[src/sfb_regs.svh]
`ifndef SFB_REGS_SVH
`define SFB_REGS_SVH
// Summary of operation
// UART 115200 baud with CTS/RTS handshaking
// Host sends 0x19 to reset device; the loader never treats 0x19 as a reset, only srst resets it
// Bootloader enabled within seconds after reset
// Host sends record starting with colon
// Good record answered with Ok CR LF
// Host waits for acknowledge before next
// Record data overwrites program memory
// Silence for seconds makes device reset
// Disarm reply ends U when unlocked
// Host checks unlock switch before loading
// Host zeroes RAM interval before loading
// After load, EEPROM interval copied to RAM
// No reply to non-meter requests; timeout
// Bad checksum record: no acknowledge, no write
`define SFB_CLK_HZ 250000000
`define SFB_BAUD 115200
`define SFB_BIT_CYC (`SFB_CLK_HZ / `SFB_BAUD)
`define SFB_HALF_CYC (`SFB_BIT_CYC / 2)
`define SFB_BOOT_MS 2000
`define SFB_IDLE_MS 3000
`define SFB_CYC_PER_MS 250000
`define SFB_CH_RESET 8'h19
`define SFB_CH_COLON 8'h3a
`define SFB_CH_DISARM 8'h7a
`define SFB_CH_O 8'h4f
`define SFB_CH_K 8'h6b
`define SFB_CH_CR 8'h0d
`define SFB_CH_LF 8'h0a
`define SFB_CH_U 8'h55
`define SFB_CH_L 8'h4c
`define SFB_CH_X 8'h78
`define SFB_CH_D 8'h64
`define SFB_REC_DATA 8'h00
`endif

[src/sfb_pkg.sv]
package sfb_pkg;
  typedef enum logic [6:0] {
    SFB_BOOT = 7'h01,
    SFB_WAIT = 7'h02,
    SFB_HEX = 7'h04,
    SFB_CHECK = 7'h08,
    SFB_WRITE = 7'h10,
    SFB_REPLY = 7'h20,
    SFB_APP = 7'h40
  } sfb_state_t;
  typedef enum logic [1:0] {
    SFB_MSG_OK = 2'h0,
    SFB_MSG_DISARM = 2'h1,
    SFB_MSG_NONE = 2'h2
  } sfb_msg_t;
endpackage : sfb_pkg

[src/sfb_uart_if.sv]
interface sfb_uart_if;
  logic [7:0] rx_data;
  logic rx_valid;
  logic [7:0] tx_data;
  logic tx_valid;
  logic tx_ready;
  modport core (input rx_data, input rx_valid, output tx_data, output tx_valid,
    input tx_ready);
  modport phy (output rx_data, output rx_valid, input tx_data, input tx_valid,
    output tx_ready);
endinterface : sfb_uart_if

[src/sfb_loader.sv]
`include "sfb_regs.svh"
module sfb_loader #(
  parameter int BOOT_CYC = `SFB_BOOT_MS * `SFB_CYC_PER_MS,
  parameter int IDLE_CYC = `SFB_IDLE_MS * `SFB_CYC_PER_MS,
  parameter int BIT_CYC = `SFB_BIT_CYC
) (
  input wire logic clk,
  input wire logic srst,
  input wire logic rxd,
  input wire logic host_rts,
  input wire logic unlock_sw,
  input wire logic [31:0] eeprom_interval,
  output logic txd,
  output logic mcu_cts,
  output logic pm_we,
  output logic [15:0] pm_addr,
  output logic [7:0] pm_wdata,
  output logic mcu_reset,
  output logic boot_active,
  output logic interval_load,
  output logic [31:0] ram_interval
);
  import sfb_pkg::*;
  sfb_uart_if u ();
  logic [1:0] rxd_s_q;
  logic [1:0] rts_s_q;
  logic [1:0] unl_s_q;
  sfb_state_t state_q;
  logic [31:0] tmr_q;
  logic nib_hi_q;
  logic [3:0] nib_q;
  logic [7:0] bcnt_q;
  logic [7:0] sum_q;
  logic [7:0] len_q;
  logic [15:0] addr_q;
  logic [7:0] type_q;
  logic [7:0] buf_q [0:255];
  logic [7:0] widx_q;
  logic [2:0] tx_idx_q;
  sfb_msg_t msg_q;
  logic tx_fire;
  logic [7:0] ch;
  logic hexv;
  logic [3:0] hexn;
  logic [7:0] byte_val;
  logic [7:0] dlen;
  // ----------------------------------------
  // Pin synchronisers
  // ----------------------------------------
  always_ff @(posedge clk) begin
    if (srst) begin
      rxd_s_q <= 2'h3;
      rts_s_q <= 2'h0;
      unl_s_q <= 2'h0;
    end else begin
      rxd_s_q <= {rxd_s_q[0], rxd};
      rts_s_q <= {rts_s_q[0], host_rts};
      unl_s_q <= {unl_s_q[0], unlock_sw};
    end
  end
  sfb_uart #(.BIT_CYC(BIT_CYC)) u_sfb_uart (
    .clk(clk),
    .srst(srst),
    .rxd_sync(rxd_s_q[1]),
    .cts_sync(rts_s_q[1]),
    .txd_q(txd),
    .u(u)
  );
  // ----------------------------------------
  // Character decode
  // ----------------------------------------
  assign ch = u.rx_data;
  always_comb begin
    hexv = 1'b1;
    hexn = 4'h0;
    if (ch >= 8'h30 && ch <= 8'h39) begin
      hexn = 4'(ch - 8'h30);
    end else if (ch >= 8'h41 && ch <= 8'h46) begin
      hexn = 4'(ch - 8'h37);
    end else if (ch >= 8'h61 && ch <= 8'h66) begin
      hexn = 4'(ch - 8'h57);
    end else begin
      hexv = 1'b0;
    end
  end
  assign byte_val = {nib_q, hexn};
  // Header is 4 bytes, trailer 1 checksum byte
  assign dlen = bcnt_q - 8'h04;
  // ----------------------------------------
  // Loader sequence
  // ----------------------------------------
  always_ff @(posedge clk) begin
    if (srst) begin
      state_q <= SFB_BOOT;
      tmr_q <= 32'h0;
      nib_hi_q <= 1'b1;
      nib_q <= 4'h0;
      bcnt_q <= 8'h00;
      sum_q <= 8'h00;
      len_q <= 8'h00;
      addr_q <= 16'h0000;
      type_q <= 8'h00;
      widx_q <= 8'h00;
      msg_q <= SFB_MSG_NONE;
    end else begin
      unique case (state_q)
        SFB_BOOT: begin
          tmr_q <= tmr_q + 32'h1;
          if (tmr_q >= 32'(BOOT_CYC - 1)) begin
            state_q <= SFB_WAIT;
            tmr_q <= 32'h0;
          end
        end
        SFB_WAIT, SFB_HEX: begin
          tmr_q <= tmr_q + 32'h1;
          if (u.rx_valid) begin
            tmr_q <= 32'h0;
            if (ch == `SFB_CH_COLON) begin
              state_q <= SFB_HEX;
              nib_hi_q <= 1'b1;
              bcnt_q <= 8'h00;
              sum_q <= 8'h00;
            end else if (ch == `SFB_CH_DISARM && state_q == SFB_WAIT) begin
              msg_q <= SFB_MSG_DISARM;
              state_q <= SFB_REPLY;
            end else if (state_q == SFB_HEX && hexv) begin
              nib_hi_q <= ~nib_hi_q;
              nib_q <= hexn;
              if (!nib_hi_q) begin
                sum_q <= sum_q + byte_val;
                bcnt_q <= bcnt_q + 8'h01;
                unique case (bcnt_q)
                  8'h00: len_q <= byte_val;
                  8'h01: addr_q[15:8] <= byte_val;
                  8'h02: addr_q[7:0] <= byte_val;
                  8'h03: type_q <= byte_val;
                  default: buf_q[dlen] <= byte_val;
                endcase
              end
            end else if (state_q == SFB_HEX) begin
              state_q <= SFB_CHECK; // CR, LF or other ends record
            end
          end else if (tmr_q >= 32'(IDLE_CYC - 1)) begin
            state_q <= SFB_APP;
          end
        end
        SFB_CHECK: begin

          if (sum_q == 8'h00 && bcnt_q == len_q + 8'h05 && nib_hi_q && unl_s_q[1]) begin
            widx_q <= 8'h00;
            state_q <= (type_q == `SFB_REC_DATA && len_q != 8'h00) ? SFB_WRITE : SFB_REPLY;
            msg_q <= SFB_MSG_OK;
          end else begin
            state_q <= SFB_WAIT;
          end
          tmr_q <= 32'h0;
        end
        SFB_WRITE: begin
          widx_q <= widx_q + 8'h01;
          if (widx_q == len_q - 8'h01) begin
            state_q <= SFB_REPLY;
          end
        end
        SFB_REPLY: begin
          tmr_q <= 32'h0;
          if (tx_fire && tx_idx_q == 3'h4) begin
            state_q <= SFB_WAIT;
          end
        end
        SFB_APP: begin
          state_q <= SFB_APP;
        end
        default: state_q <= SFB_BOOT;
      endcase
    end
  end
  // ----------------------------------------
  // Reply text: "Ok\r\n" or "zxdU\r\n"/"zxdL\r\n" (trimmed to 5 chars)
  // ----------------------------------------
  always_comb begin
    u.tx_data = `SFB_CH_LF;
    unique case (tx_idx_q)
      3'h0: u.tx_data = (msg_q == SFB_MSG_OK) ? `SFB_CH_O : `SFB_CH_X;
      3'h1: u.tx_data = (msg_q == SFB_MSG_OK) ? `SFB_CH_K : `SFB_CH_D;
      3'h2: u.tx_data = (msg_q == SFB_MSG_OK) ? `SFB_CH_CR :
                        (unl_s_q[1] ? `SFB_CH_U : `SFB_CH_L);
      3'h3: u.tx_data = (msg_q == SFB_MSG_OK) ? `SFB_CH_LF : `SFB_CH_CR;
      default: u.tx_data = `SFB_CH_LF;
    endcase
  end
  assign u.tx_valid = (state_q == SFB_REPLY) &&
                      !(msg_q == SFB_MSG_OK && tx_idx_q == 3'h4);
  assign tx_fire = (state_q == SFB_REPLY) &&
                   ((u.tx_valid && u.tx_ready) || (msg_q == SFB_MSG_OK && tx_idx_q == 3'h4));
  always_ff @(posedge clk) begin
    if (srst || state_q != SFB_REPLY) begin
      tx_idx_q <= 3'h0;
    end else if (tx_fire) begin
      tx_idx_q <= tx_idx_q + 3'h1;
    end
  end
  // ----------------------------------------
  // Outputs
  // ----------------------------------------
  always_ff @(posedge clk) begin
    if (srst) begin
      pm_we <= 1'b0;
      pm_addr <= 16'h0000;
      pm_wdata <= 8'h00;
      mcu_reset <= 1'b1;
      boot_active <= 1'b0;
      mcu_cts <= 1'b0;
      interval_load <= 1'b0;
      ram_interval <= 32'h0;
    end else begin
      pm_we <= (state_q == SFB_WRITE);
      pm_addr <= addr_q + {8'h00, widx_q};
      pm_wdata <= buf_q[widx_q];
      mcu_reset <= (state_q != SFB_APP);
      boot_active <= (state_q != SFB_BOOT) && (state_q != SFB_APP);
      mcu_cts <= (state_q == SFB_WAIT) || (state_q == SFB_HEX);
      interval_load <= 1'b0;
      // Reload on loader entry and again on the restart into the application
      if ((state_q == SFB_BOOT && tmr_q == 32'h0) || (state_q == SFB_APP && mcu_reset)) begin
        interval_load <= 1'b1;
        ram_interval <= eeprom_interval;
      end
    end
  end
endmodule : sfb_loader

[src/sfb_uart.sv]
`include "sfb_regs.svh"
module sfb_uart #(
  parameter int BIT_CYC = `SFB_BIT_CYC
) (
  input wire logic clk,
  input wire logic srst,
  input wire logic rxd_sync,
  input wire logic cts_sync,
  output logic txd_q,
  sfb_uart_if.phy u
);
  import sfb_pkg::*;
  logic [11:0] rx_cnt_q;
  logic [3:0] rx_bit_q;
  logic [7:0] rx_sh_q;
  logic rx_busy_q;
  logic [11:0] tx_cnt_q;
  logic [3:0] tx_bit_q;
  logic [9:0] tx_sh_q;
  logic rx_valid_q;
  // ----------------------------------------
  // Receiver, 8N1, sampled mid-bit
  // ----------------------------------------
  always_ff @(posedge clk) begin
    rx_valid_q <= 1'b0;
    if (srst) begin
      rx_busy_q <= 1'b0;
      rx_cnt_q <= 12'h000;
      rx_bit_q <= 4'h0;
      rx_sh_q <= 8'h00;
    end else if (!rx_busy_q) begin
      if (!rxd_sync) begin
        rx_busy_q <= 1'b1;
        rx_cnt_q <= 12'(BIT_CYC / 2);
        rx_bit_q <= 4'h0;
      end
    end else if (rx_cnt_q != 12'h000) begin
      rx_cnt_q <= rx_cnt_q - 12'h001;
    end else begin
      rx_cnt_q <= 12'(BIT_CYC - 1);
      // Stop bit is checked, not kept, so the data byte lands aligned
      if (rx_bit_q != 4'h9) begin
        rx_sh_q <= {rxd_sync, rx_sh_q[7:1]};
      end
      rx_bit_q <= rx_bit_q + 4'h1;
      if (rx_bit_q == 4'h0 && rxd_sync) begin
        rx_busy_q <= 1'b0;
      end else if (rx_bit_q == 4'h9) begin
        rx_busy_q <= 1'b0;
        rx_valid_q <= rxd_sync;
      end
    end
  end
  assign u.rx_data = rx_sh_q;
  assign u.rx_valid = rx_valid_q;
  // ----------------------------------------
  // Transmitter, starts a byte only while host asserts its ready
  // ----------------------------------------
  always_ff @(posedge clk) begin
    if (srst) begin
      tx_bit_q <= 4'h0;
      tx_cnt_q <= 12'h000;
      tx_sh_q <= 10'h3ff;
      txd_q <= 1'b1;
    end else if (tx_bit_q == 4'h0) begin
      txd_q <= 1'b1;
      if (u.tx_valid && cts_sync) begin
        tx_sh_q <= {1'b1, u.tx_data, 1'b0};
        // One spare step so the stop bit runs a full bit time
        tx_bit_q <= 4'hb;
        tx_cnt_q <= 12'h000;
      end
    end else if (tx_cnt_q != 12'h000) begin
      tx_cnt_q <= tx_cnt_q - 12'h001;
    end else begin
      txd_q <= tx_sh_q[0];
      tx_sh_q <= {1'b1, tx_sh_q[9:1]};
      tx_cnt_q <= 12'(BIT_CYC - 1);
      tx_bit_q <= tx_bit_q - 4'h1;
    end
  end
  assign u.tx_ready = (tx_bit_q == 4'h0) && cts_sync;
endmodule : sfb_uart

[config.mk]
export PLATFORM = sky130hd
export DESIGN_NAME = sfb_loader
export DESIGN_NICKNAME = d
export VERILOG_FILES = /design/src/sfb_pkg.sv /design/src/sfb_uart_if.sv /design/src/sfb_loader.sv /design/src/sfb_uart.sv
export VERILOG_INCLUDE_DIRS = /design/src
export SDC_FILE = /design/constraint.sdc
export NUM_CORES = 2
export LEC_CHECK = 0
export BUFFER_PORTS_ARGS = -buffer_cell sky130_fd_sc_hd__buf_4
export CORE_MARGIN = 2
export CORE_UTILIZATION = 40
export CTS_CLUSTER_DIAMETER = 40
export DETAILED_ROUTE_END_ITERATION = 6
export GPL_ROUTABILITY_DRIVEN = 0
export PLACE_DENSITY_LB_ADDON = 0.15
export SLEW_MARGIN = 20
export SYNTH_ARGS = -nofsm -noshare
export SYNTH_HDL_FRONTEND = slang
export SYNTH_SLANG_ARGS = --single-unit
[constraint.sdc]
create_clock -name clk -period 11 [get_ports clk]
set_clock_uncertainty 0.15 [all_clocks]
set_input_delay 1.1 -clock clk [delete_from_list [all_inputs] [get_ports clk]]
set_output_delay 1.1 -clock clk [all_outputs]
set_load 0.02 [all_outputs]
==> results by group <==
Status
  – Outcome: complete, no violations

Timing
  – Max Fclk: 198 MHz
  – Actual slew at the worst max-slew pin: 1210 ps
  – Relative slew slack: 19.1%
  – Final hold vios: 0
  – Fin crit share: 45.9%
  – Endpoints failing setup: 0
  – Setup tns final: 0 ps
  – RSZ-0062 raised after global routing: false
  – Number of slew-limit violations in the final report: 0
  – Crit path time final: 5040 ps

Floorplanning
  – Die height: 481 um
  – CORE AREA: 227000 um2
  – Site Rows: 175
  – Initial core utilization: 40.1%
  – I/O Pins: 99
  – Die W: 481 um
  – Die Footprint: 231000 um2

Synth
  – Yosys Warn Count: 0
  – Area contributors post-synth: edfxtp_1 (68%), mux4_2 (8.9%), dfxtp_1 (4.9%)
  – Sequential element share of the synthesized area: 72.5%
  – Synth top area share: 67.6%
  – Leading cell types by count after synthesis: edfxtp_1 (2048), nor2_1 (493), mux2i_1 (428)
  – Leading area contributor after synthesis: edfxtp_1
  – Count leader, synth: edfxtp_1
  – Synth cell types: 88
  – Average size of a mapped cell: 17.2 um2
  – Asr flop ratio synth: 0%
  – Synthesized cell area: 91000 um2
  – Post-synth EDFFs: 2048
  – Post-Syn Instances: 5291
  – Primary FF master, synth: edfxtp_1
  – Register bit total from synthesis: 2272

GRT
  – GRT Overall Usage: 21.8%
  – Overflow after GRT: 0
  – Largest net degree at the start of global routing: 201
  – Initial antenna violation count: 10
  – Vias in the first global route: 50300
  – First-pass GRT wire length: 367000 um

Critical path
  – Critical path class: flop to flop
  – WP depth: 8
  – Launch point of the worst reg-to-reg path: widx_q[0]
  – Worst Setup SP: widx_q[0]
  – Setup crit end: pm_wdata[5]
  – CP max stage delay: 920 ps
  – Req. time, crit path: 11630 ps
  – Arrival @ worst endpoint: 5670 ps
  – Buffers plus inverters on the worst setup path: 2
  – Crit path max-delay cell type: a21boi_0
  – Critical Path Fanout Max: 104
  – Worst R2R End: pm_wdata[5]
  – Worst-path cell chain: buf_12 -> buf_4 -> mux4_2 -> mux2i_1 -> a311oi_1 -> nand4_1 -> a21boi_0 -> o2bb2ai_1
  – Worst R2R Setup Slack: 5960 ps
  – Worst R2R Path Depth: 8
  – Setup crit start kind: flop
  – CP endpoint kind: flop
  – Top delay family on crit path: compound AO/OA/AOI/OAI gates

Drt
  – Antenna-violating nets left: 0
  – Detailed Routing Iterations Pass 1: 6
  – Via count: 50500
  – DRT iter0 DRCs: 5020
  – Routed wire length: 254000 um
  – Drc violations: 0
  – DR WL/cell: 28.8 um
  – Vias per cell: 5.71

Final layout
  – Layout fillers: 19300
  – Nets: 5626
  – Fin area: 107000 um2
  – Share of cells above drive strength 1: 20.8%
  – Layout area overhead: 17.5%

Clocking
  – Clk buf depth: 4
  – CTS tree: built
  – CTS Root Cell: clkbuf_16
  – Post-CTS Hold Fix Bufs: 0
  – # resized after CTS: 0
  – # clock sinks: 2272
  – Worst-Skew Late Latency: 940 ps
  – Post-CTS Repair Setup Buffers: 0
  – CTS H-tree lvls: 5
  – CTS buffer count: 356
  – Clock transition at path regs: 60 ps

Placed design
  – Port bufs: 98
  – Area after DPL: 95000 um2
  – Final HPWL DP: 151000 um

Flow run
  – Number of max-cap violations: 0

Power
  – Power Density: 197 nW/um2
  – Maximum VDD drop: 122 uV
  – Leak pwr: 34.1 nW

Worst hold path
  – Hold Crit Class: input pin to flop
[state kept, by name, summed over array words and instances (netlist names), 8 cells and up]
name	count
addr_q	16
bcnt_q	8
buf_q	2048
len_q	8
pm_addr	16
pm_wdata	8
ram_interval	32
sum_q	8
tmr_q	32
type_q	8
u_sfb_uart.rx_cnt_q	12
u_sfb_uart.tx_cnt_q	12
u_sfb_uart.tx_sh_q	9
u_sfb_uart.u.rx_data	8
widx_q	8
[cell type report]
cell class	count	area, um2	share of cell area, %
Multi-Input combinational cell	2685	23500	22.0
Tap cell	3009	3760	3.52
Inverter	42	165	0.154
Clock buffer	399	9260	8.65
Clock inverter	242	2700	2.52
Sequential cell	2272	66000	61.7
Antenna cell	2	5.00	0.00468
Timing Repair Buffer	189	1580	1.48
[through the flow]
stage	worst slack (ps)	std cells	utilization (%)	total power (W)	hold slack, ps
after floorplan	962	5322	-	0.00992	239
after global placement	5930	8195	41.9	0.0101	251
after detailed placement	5880	8197	41.9	0.0101	249
after CTS	5860	8838	47.1	0.0213	168
after global routing	5780	8839	47.2	0.0217	206
final	5960	8840	47.2	0.0211	235
[layer usage]
| metal | vias to the layer above | part of all wire [%] | routed length [um] | track usage (%) |
|---|---|---|---|---|
| met3 | 442 | 6.0 | 15200 | 3.72 |
| met5 | - | 0 | 0 | 0 |
| met4 | 0 | 3.1 | 7960 | 7.10 |
| met2 | 1746 | 47 | 120000 | 34.3 |
| met1 | 26500 | 44 | 111000 | 30.8 |
| li1 | 21900 | - | - | - |
[logic make-up (layout without fill, tap and decap cells)]
kind of cell               count (synthesis)  in the layout  share of synthesized area (%)
and+or+nand+nor                         1013           1013                           5.10
buffers and inverters                    365            872                           1.94
other                                      1             34                        0.00412
xor gates and xnor gates                  57             57                          0.549
adders and majority gates                 43             43                          0.608
AOI/OAI and AO/OA                        743            743                           5.57
muxes                                    797            797                           13.7
DFF                                     2272           2272                           72.5
[where the power goes]
part           internal, W  switching, W
registers          0.00934     0.0000508
clock network      0.00702       0.00418
logic             0.000190      0.000308
total               0.0165       0.00454
[worst min-delay path by stage]
stage               cells after the start    endpoint  slack (ps)       start
floorplan                               1  rxd_s_q[1]         240  rxd_s_q[0]
global placement                        1  rxd_s_q[1]         250  rxd_s_q[0]
detailed placement                      1  rxd_s_q[1]         250  rxd_s_q[0]
CTS                                     2  rts_s_q[0]         170    host_rts
global route                            2  rxd_s_q[0]         210         rxd
finish                                  2  rts_s_q[0]         230    host_rts
[placed cells by master (no fill, tap or decap), types with 21 or more instances in the layout]
cell           n
inv_6         51
conb_1        32
buf_4        173
inv_1         40
bufinv_16     37
a22oi_1       21
clkbuf_16    362
clkbuf_1      31
ha_1          41
clkinv_2      26
xor2_1        24
o221ai_1     157
mux2i_1      428
a21oi_1      178
clkinvlp_4    58
clkinv_1      23
nor2_1       492
o22ai_1       80
dfxtp_1      215
nand4_1       28
o21ai_0      108
xnor2_1       33
a211oi_1      29
nor2b_1       21
clkinv_4      27
mux4_2       359
nor3_1        63
edfxtp_1    2048
nand2_1      183
a31oi_1       24
nand3_1       59
(Power assumes the default switching activity.)
